**src/hw/rbt_defs.svh**
```systemverilog
`ifndef RBT_DEFS_SVH
`define RBT_DEFS_SVH

// ============================================================
// Register offsets
`define RBT_OFS_MAX_CYCLE_HIGH      8'h42
`define RBT_OFS_MAX_CYCLE_LOW       8'h44
`define RBT_OFS_B_RISE_DELAY        8'h45
`define RBT_OFS_MIN_CYCLE_HIGH      8'h46
`define RBT_OFS_B_FALL_OFFSET       8'h47
`define RBT_OFS_MIN_CYCLE_LOW       8'h48

// ============================================================
// Field positions
`define RBT_LIMIT_NIBBLE_MSB        7
`define RBT_LIMIT_NIBBLE_LSB        4
`define RBT_OFFSET_SIGN_BIT         7

// ============================================================
// Reset values
`define RBT_RST_MAX_CYCLE_HIGH      8'hFF
`define RBT_RST_MAX_CYCLE_LOW       8'hF0
`define RBT_RST_B_RISE_DELAY        8'h00
`define RBT_RST_MIN_CYCLE_HIGH      8'h00
`define RBT_RST_B_FALL_OFFSET       8'h00
`define RBT_RST_MIN_CYCLE_LOW       8'h00
`define RBT_RST_READ_DATA           8'h00

// ============================================================
// Timing
`define RBT_STEP_NS                 5
`define RBT_CLK_PERIOD_NS           10
`define RBT_STEPS_PER_CLK           (`RBT_CLK_PERIOD_NS / `RBT_STEP_NS)
`define RBT_OFFSET_WRAP             256

`endif

```
**src/hw/rbt_pkg.sv**
```systemverilog
package rbt_pkg;

	// ============================================================
	// Types
	typedef logic [7:0]  rbt_byte_t;
	typedef logic [11:0] rbt_limit_t;
	typedef logic [12:0] rbt_step_t;

	typedef enum logic [0:0]
	{
		RBT_IDLE,
		RBT_RUN
	} rbt_cycle_e;

endpackage : rbt_pkg

```
**src/hw/rbt_timing_if.sv**
```systemverilog
`timescale 1ns/1ps

interface rbt_timing_if;
	import rbt_pkg::*;

	rbt_step_t period;
	rbt_step_t rise;
	rbt_step_t fall;
	rbt_step_t midpoint;

	modport calc
	(
		output period,
		output rise,
		output fall,
		output midpoint
	);

	modport core
	(
		input  period,
		input  rise,
		input  fall,
		input  midpoint
	);

endinterface : rbt_timing_if

```
**src/hw/rbt_edge_calc.sv**
```systemverilog
`timescale 1ns/1ps
`include "rbt_defs.svh"

module rbt_edge_calc
	import rbt_pkg::*;
(
	input  wire logic       clk_sys,
	input  wire logic       nrst,
	input  wire rbt_byte_t  max_high,
	input  wire rbt_byte_t  max_low,
	input  wire rbt_byte_t  min_high,
	input  wire rbt_byte_t  min_low,
	input  wire rbt_byte_t  rise_code,
	input  wire rbt_byte_t  fall_code,
	input  wire rbt_limit_t period_req,
	rbt_timing_if.calc      timing
);

	localparam rbt_step_t STEPS = 13'(`RBT_STEPS_PER_CLK);

	rbt_limit_t max_cycle;
	rbt_limit_t min_cycle;
	rbt_limit_t clamped;
	rbt_step_t  period_next;
	rbt_step_t  mid_next;
	rbt_step_t  rise_next;
	rbt_step_t  fall_next;
	logic [13:0] fall_wide;
	logic [8:0]  lead;
	rbt_step_t  period_reg;
	rbt_step_t  mid_reg;
	rbt_step_t  rise_reg;
	rbt_step_t  fall_reg;

	// ============================================================
	// Limits and edges
	always_comb
	begin
		max_cycle = {max_high,
			max_low[`RBT_LIMIT_NIBBLE_MSB:`RBT_LIMIT_NIBBLE_LSB]};
		min_cycle = {min_high,
			min_low[`RBT_LIMIT_NIBBLE_MSB:`RBT_LIMIT_NIBBLE_LSB]};
		clamped = period_req;
		if (clamped < min_cycle)
			clamped = min_cycle;
		if (clamped > max_cycle)
			clamped = max_cycle;
		period_next = {1'b0, clamped};
		if (period_next < STEPS)
			period_next = STEPS;
		mid_next = {1'b0, period_next[12:1]};
		rise_next = {5'h00, rise_code};
		lead = 9'(`RBT_OFFSET_WRAP) - {1'b0, fall_code};
		if (fall_code[`RBT_OFFSET_SIGN_BIT])
		begin
			if ({4'h0, lead} > mid_next)
				fall_wide = 14'h0000;
			else
				fall_wide = {1'b0, mid_next} - {5'h00, lead};
		end
		else
			fall_wide = {1'b0, mid_next} + {6'h00, fall_code};
		if (fall_wide > {1'b0, period_next})
			fall_next = period_next;
		else
			fall_next = fall_wide[12:0];
	end

	always_ff @(posedge clk_sys or negedge nrst)
	begin
		if (!nrst)
		begin
			period_reg <= 13'h0000;
			mid_reg    <= 13'h0000;
			rise_reg   <= 13'h0000;
			fall_reg   <= 13'h0000;
		end
		else
		begin
			period_reg <= period_next;
			mid_reg    <= mid_next;
			rise_reg   <= rise_next;
			fall_reg   <= fall_next;
		end
	end

	assign timing.period   = period_reg;
	assign timing.midpoint = mid_reg;
	assign timing.rise     = rise_reg;
	assign timing.fall     = fall_reg;

endmodule : rbt_edge_calc

```
**src/hw/rbt_b_edge_timing.sv**
```systemverilog
// Functional notes
// Low nibble register bits 7:4 are the maximum cycle's four LSBs.
// Maximum cycle is high byte times sixteen plus low nibble.
// Every limit step is 5 ns of switching period.
// Minimum cycle high register gives the eight MSBs.
// Minimum cycle is high byte times sixteen plus nibble, 5 ns steps.
// Rising edge delayed from cycle start by code times 5 ns.
// Falling edge placed from cycle midpoint by offset, 5 ns per step.
// Codes 0x00-0x7F trail midpoint; 0x80-0xFF lead by 256 minus code.
// Minimum cycle low register bits 7:4 are its four LSBs.
// Period kept within limits; low nibbles of the two limit low registers ignored.
`timescale 1ns/1ps
`include "rbt_defs.svh"

module rbt_b_edge_timing
	import rbt_pkg::*;
(
	input  wire logic        CLK_SYS,
	input  wire logic        NRST,
	input  wire logic [7:0]  REG_ADDR,
	input  wire logic        REG_WR,
	input  wire logic [7:0]  REG_WDATA,
	input  wire logic        REG_RD,
	output logic      [7:0]  REG_RDATA,
	output logic             REG_RD_VALID,
	input  wire logic        RESONANT_MODE,
	input  wire logic [11:0] PERIOD_REQ,
	output logic             SECOND_BRIDGE_DRIVE,
	output logic             CYCLE_START,
	output logic             CYCLE_MIDPOINT,
	output logic      [11:0] ACTIVE_PERIOD
);

	localparam rbt_step_t STEPS = 13'(`RBT_STEPS_PER_CLK);

	// ============================================================
	// Register file
	rbt_byte_t max_high_reg;
	rbt_byte_t max_high_next;
	rbt_byte_t max_low_reg;
	rbt_byte_t max_low_next;
	rbt_byte_t rise_reg;
	rbt_byte_t rise_next;
	rbt_byte_t min_high_reg;
	rbt_byte_t min_high_next;
	rbt_byte_t fall_ofs_reg;
	rbt_byte_t fall_ofs_next;
	rbt_byte_t min_low_reg;
	rbt_byte_t min_low_next;
	rbt_byte_t rdata_reg;
	rbt_byte_t rdata_next;
	logic      rvalid_reg;
	logic      rvalid_next;

	always_comb
	begin
		max_high_next = max_high_reg;
		max_low_next  = max_low_reg;
		rise_next     = rise_reg;
		min_high_next = min_high_reg;
		fall_ofs_next = fall_ofs_reg;
		min_low_next  = min_low_reg;
		if (REG_WR)
		begin
			unique case (REG_ADDR)
				`RBT_OFS_MAX_CYCLE_HIGH: max_high_next = REG_WDATA;
				`RBT_OFS_MAX_CYCLE_LOW:  max_low_next  = REG_WDATA;
				`RBT_OFS_B_RISE_DELAY:   rise_next     = REG_WDATA;
				`RBT_OFS_MIN_CYCLE_HIGH: min_high_next = REG_WDATA;
				`RBT_OFS_B_FALL_OFFSET:  fall_ofs_next = REG_WDATA;
				`RBT_OFS_MIN_CYCLE_LOW:  min_low_next  = REG_WDATA;
				default:
				begin
				end
			endcase
		end
		rvalid_next = REG_RD;
		rdata_next  = rdata_reg;
		if (REG_RD)
		begin
			unique case (REG_ADDR)
				`RBT_OFS_MAX_CYCLE_HIGH: rdata_next = max_high_reg;
				`RBT_OFS_MAX_CYCLE_LOW:  rdata_next = max_low_reg;
				`RBT_OFS_B_RISE_DELAY:   rdata_next = rise_reg;
				`RBT_OFS_MIN_CYCLE_HIGH: rdata_next = min_high_reg;
				`RBT_OFS_B_FALL_OFFSET:  rdata_next = fall_ofs_reg;
				`RBT_OFS_MIN_CYCLE_LOW:  rdata_next = min_low_reg;
				default:                 rdata_next = `RBT_RST_READ_DATA;
			endcase
		end
	end

	always_ff @(posedge CLK_SYS or negedge NRST)
	begin
		if (!NRST)
		begin
			max_high_reg <= `RBT_RST_MAX_CYCLE_HIGH;
			max_low_reg  <= `RBT_RST_MAX_CYCLE_LOW;
			rise_reg     <= `RBT_RST_B_RISE_DELAY;
			min_high_reg <= `RBT_RST_MIN_CYCLE_HIGH;
			fall_ofs_reg <= `RBT_RST_B_FALL_OFFSET;
			min_low_reg  <= `RBT_RST_MIN_CYCLE_LOW;
			rdata_reg    <= `RBT_RST_READ_DATA;
			rvalid_reg   <= 1'b0;
		end
		else
		begin
			max_high_reg <= max_high_next;
			max_low_reg  <= max_low_next;
			rise_reg     <= rise_next;
			min_high_reg <= min_high_next;
			fall_ofs_reg <= fall_ofs_next;
			min_low_reg  <= min_low_next;
			rdata_reg    <= rdata_next;
			rvalid_reg   <= rvalid_next;
		end
	end

	assign REG_RDATA    = rdata_reg;
	assign REG_RD_VALID = rvalid_reg;

	// ============================================================
	// Edge computation
	rbt_timing_if timing ();

	rbt_edge_calc u_calc
	(
		.clk_sys    (CLK_SYS),
		.nrst       (NRST),
		.max_high   (max_high_reg),
		.max_low    (max_low_reg),
		.min_high   (min_high_reg),
		.min_low    (min_low_reg),
		.rise_code  (rise_reg),
		.fall_code  (fall_ofs_reg),
		.period_req (PERIOD_REQ),
		.timing     (timing.calc)
	);

	// ============================================================
	// Switching cycle
	rbt_cycle_e state_reg;
	rbt_cycle_e state_next;
	rbt_step_t  cnt_reg;
	rbt_step_t  cnt_next;
	rbt_step_t  per_reg;
	rbt_step_t  per_next;
	rbt_step_t  mid_reg;
	rbt_step_t  mid_next;
	rbt_step_t  rise_at_reg;
	rbt_step_t  rise_at_next;
	rbt_step_t  fall_at_reg;
	rbt_step_t  fall_at_next;
	logic       drive_reg;
	logic       drive_next;
	logic       start_reg;
	logic       start_next;
	logic       midp_reg;
	logic       midp_next;
	logic [13:0] cnt_step;

	always_comb
	begin
		state_next   = state_reg;
		cnt_next     = cnt_reg;
		per_next     = per_reg;
		mid_next     = mid_reg;
		rise_at_next = rise_at_reg;
		fall_at_next = fall_at_reg;
		start_next   = 1'b0;
		cnt_step     = {1'b0, cnt_reg} + {1'b0, STEPS};
		unique case (state_reg)
			RBT_IDLE:
			begin
				if (RESONANT_MODE)
				begin
					state_next   = RBT_RUN;
					cnt_next     = 13'h0000;
					per_next     = timing.period;
					mid_next     = timing.midpoint;
					rise_at_next = timing.rise;
					fall_at_next = timing.fall;
					start_next   = 1'b1;
				end
			end
			RBT_RUN:
			begin
				if (!RESONANT_MODE)
				begin
					state_next = RBT_IDLE;
					cnt_next   = 13'h0000;
				end
				else if (cnt_step >= {1'b0, per_reg})
				begin
					cnt_next     = 13'h0000;
					per_next     = timing.period;
					mid_next     = timing.midpoint;
					rise_at_next = timing.rise;
					fall_at_next = timing.fall;
					start_next   = 1'b1;
				end
				else
					cnt_next = cnt_step[12:0];
			end
		endcase
		drive_next = (state_next == RBT_RUN)
			&& (cnt_next >= rise_at_next)
			&& (cnt_next < fall_at_next);
		midp_next = (state_next == RBT_RUN)
			&& (cnt_next >= mid_next)
			&& ({1'b0, cnt_next} < {1'b0, mid_next} + {1'b0, STEPS});
	end

	always_ff @(posedge CLK_SYS or negedge NRST)
	begin
		if (!NRST)
		begin
			state_reg   <= RBT_IDLE;
			cnt_reg     <= 13'h0000;
			per_reg     <= 13'h0000;
			mid_reg     <= 13'h0000;
			rise_at_reg <= 13'h0000;
			fall_at_reg <= 13'h0000;
			drive_reg   <= 1'b0;
			start_reg   <= 1'b0;
			midp_reg    <= 1'b0;
		end
		else
		begin
			state_reg   <= state_next;
			cnt_reg     <= cnt_next;
			per_reg     <= per_next;
			mid_reg     <= mid_next;
			rise_at_reg <= rise_at_next;
			fall_at_reg <= fall_at_next;
			drive_reg   <= drive_next;
			start_reg   <= start_next;
			midp_reg    <= midp_next;
		end
	end

	assign SECOND_BRIDGE_DRIVE = drive_reg;
	assign CYCLE_START         = start_reg;
	assign CYCLE_MIDPOINT      = midp_reg;
	assign ACTIVE_PERIOD       = per_reg[11:0];

endmodule : rbt_b_edge_timing

```
**config.mk**
```make
export PLATFORM = sky130hd
export DESIGN_NAME = rbt_b_edge_timing
export DESIGN_NICKNAME = d
export VERILOG_FILES = /design/src/hw/rbt_pkg.sv /design/src/hw/rbt_timing_if.sv /design/src/hw/rbt_edge_calc.sv /design/src/hw/rbt_b_edge_timing.sv
export VERILOG_INCLUDE_DIRS = /design/src /design/src/hw
export SDC_FILE = /design/constraint.sdc
export NUM_CORES = 1
export LEC_CHECK = 0
export BUFFER_PORTS_ARGS = -buffer_cell sky130_fd_sc_hd__buf_4
export CAP_MARGIN = 40
export CORE_ASPECT_RATIO = 0.75
export CORE_MARGIN = 1.5
export CORE_UTILIZATION = 60
export CTS_BUF_LIST = sky130_fd_sc_hd__clkbuf_4 sky130_fd_sc_hd__clkbuf_8
export DETAILED_ROUTE_END_ITERATION = 10
export GPL_TIMING_DRIVEN = 0
export PLACE_DENSITY = 0.87
export SYNTH_ARGS = -nofsm -noshare
export SYNTH_HDL_FRONTEND = slang
export SYNTH_HIERARCHICAL = 1
export SYNTH_SLANG_ARGS = --single-unit
```
**constraint.sdc**
```tcl
create_clock -name CLK_SYS -period 14.3 [get_ports CLK_SYS]
set_clock_uncertainty 0.1 [all_clocks]
set_input_delay 3.575 -clock CLK_SYS [delete_from_list [all_inputs] [get_ports CLK_SYS]]
set_output_delay 3.575 -clock CLK_SYS [all_outputs]
set_load 0.005 [all_outputs]
```
==> metrics <==
Top FF cell, synth dfrtp_1; Die W 159.0 um; Critical Path End Type register; Post-Layout Cell Count 1394; Mapped Cells 1054; Setup violations, final 0; Nets 1292; H-Tree Depth 4; final setup TNS 0 ns; # IOs 57; Synth Register Bits 159; Post-CTS Hold Buffers 0; Max Slew Vio Count 0; Reg2Reg Setup Slack 4.56 ns; largest net degree at the start of global routing 100; num rows 42; Mapped Area 10950 um^2; PD cells 120.2 nW/um^2; crit share post-route 87.13%; initial antenna violation count 0; synth warn 6; Post-Synth Simple-Gate Area 11.64%; die footprint 19070 um^2; global route overflow 0; Reg-to-Reg End u_calc/timing.fall[0]$_DFF_PN0_; starting density of the core 61.63%; Area contributors post-synth dfrtp_1 34%, ha_1 13%, mux2_2 12%, inv_1 3.6%, dfstp_2 2.9%; Worst path slowest cell a21oi_1; mux cell area share after synthesis 14.57%; Worst Setup SP PERIOD_REQ[11]; Antenna Violating Nets Remaining 0; maxcap violations 0; Min-Delay Path Class register to register; area leader, netlist dfrtp_1; fraction of post-synthesis cell area in the top cell type by area 33.60%; Slew HR 46.54%; Filler cells 1276; crit-path max FO 10; clock sink count 159; synth unique cells 88; r2r startpoint min_high_reg[7]$_DFFE_PN0P_; largest family of logic cells by synthesized area multiplexers; maximum clock insertion buffer count 2; CP Data Required Time 14.49 ns; Post-Synth XOR/XNOR Area 3.440%; first-pass GRT wire length 44760 um; GR Util met1 38.00%; # port buffers 55; status finished, final reports clean; grt met2 use 51.04%; post-DP HPWL 20850 um; slew at the pin with the worst max-slew slack 0.8019 ns; unrepaired setup endpoints after global routing false; drt first-iter violations 679; placed insts 1362; length in cells of the worst reg-to-reg path 34; number of global-route vias before repair 8783; CTS Buf Count 17; ys async rst share 100.0%; most frequent cells in the layout 147 x dfrtp_1, 118 x ha_1, 115 x mux2_2; Clock Pin Slew Worst Setup and Hold Paths 0.09 ns; Period minus WS final 12.46 ns; final hold violation count 0; CTS root buffer clkbuf_8; post-CTS setup buffers 0; Final Wtd Congestion 0.9361; leak pwr 0.006011 uW; most common cell after layout, fill and taps aside dfrtp_1; DR vias 8535; Seq/Total Area, Yosys 36.48%; TritonRoute pass-1 iters 5; post-placement setup slack 1.665 ns; residual DRC count 0; global routing's busiest layer met2; Post-Route WL 27360 um; Post-synth EDFFs 0; via/cell ratio 6.123; CP startpoint kind input pin; Worst Setup EP u_calc/timing.fall[0]$_DFF_PN0_; WP data arrival 12.65 ns; Synth Area in Compound Gates 12.96%; sequential cell area 3994 um^2; CTS resizes 0; Core ar. 17760 um^2; met3 usage 5.427%; VDD IR max 0.06152 mV; fmax 80.26 MHz; clk_lat worst skew 0.45 ns; drt wl/cell 19.63 um; Multi-input gate area 6215 um^2; Synth Area in Adders 13.85%; area grow syn2layout 11.38%; Avg Inst Size Synth 10.39 um^2; Die Y 120.0 um; slowest stage delay, CP 0.67 ns; setup ws final 1.840 ns; CTS tree built; # diodes 0; overall routing resource usage 29.99%; Critical Path Most Common Cell ha_1; crit path kind input pin to register; share of cells above drive strength 1 25.87%
routing by layer:
metal	vias to the layer above	part of all wire, %
li1	3941	-
met3	75	6.3
met4	0	2.9
met2	323	48
met1	4196	43
met5	-	0
worst max-delay path, delay by kind of cell:
kind,cells,cell delay (ns)
AO/OA/AOI/OAI,17,4.66
AND/OR/NAND/NOR,6,1.51
adder cells (fa/ha/maj),4,1.36
buffers and inverters,6,1.10
multiplexers,1,0.43
cell type report:
cell class / count / area share (%)
inverters: 106 / 3.263
multi-input cells: 743 / 50.97
clock buffers: 22 / 2.329
flip-flops and latches: 159 / 32.76
plain buffers: 54 / 3.037
clock inverters: 10 / 1.437
repair buffers: 58 / 3.725
well taps: 242 / 2.483
cells by family (layout without fill, tap and decap cells):
family	Yosys count	in the layout
AND/OR/NAND/NOR	229	229
AO/OA/AOI/OAI	200	200
buffers and inverters	160	250
flip-flops	159	159
multiplexers	142	142
adder cells (fa/ha/maj)	120	120
XOR/XNOR	43	43
other	1	9
power by group:
part	total [uW]	switching, uW	internal [uW]
Sequential	575	54.5	520
Clock	382	173	209
Combinational	509	271	238
Total	1470	498	968
metrics by stage:
stage	hold slack, ns	power, uW	instance area (um^2)	utilization (%)
global route	0.3221	1552	12190	68.65
finish	0.3108	1466	12190	68.65
CTS	0.3058	1465	12190	68.65
global placement	0.2801	1049	11690	65.83
detailed placement	0.2939	1078	11730	66.06
floorplan	0.2681	923.1	10980	-
how the worst min path moves through the flow:
stage               depth (start not counted)               startpoint  slack [ns]                              end
floorplan                                   0  rise_reg[0]$_DFFE_PN0P_        0.27  u_calc/timing.rise[0]$_DFF_PN0_
global placement                            0  rise_reg[5]$_DFFE_PN0P_        0.28  u_calc/timing.rise[5]$_DFF_PN0_
detailed placement                          0  rise_reg[5]$_DFFE_PN0P_        0.29  u_calc/timing.rise[5]$_DFF_PN0_
CTS                                         0  rise_reg[6]$_DFFE_PN0P_        0.31  u_calc/timing.rise[6]$_DFF_PN0_
global route                                0  rise_reg[6]$_DFFE_PN0P_        0.32  u_calc/timing.rise[6]$_DFF_PN0_
finish                                      0  rise_reg[6]$_DFFE_PN0P_        0.31  u_calc/timing.rise[6]$_DFF_PN0_
synth_stat cells, drive strengths merged, types with 8 or more instances:
cell type  count
o21a          12
nand2         45
and3           9
xnor2         22
nor2          57
o21ai         39
mux2i         26
nand3         28
mux2         116
dfstp         12
xor2          21
nor4          11
a221oi        10
nand4         21
inv          105
ha           118
nor3           8
a22o           8
nor2b          9
a21oi         49
buf           48
dfrtp        147
a21o          21
No activity file was read; power rests on OpenSTA's default activity.
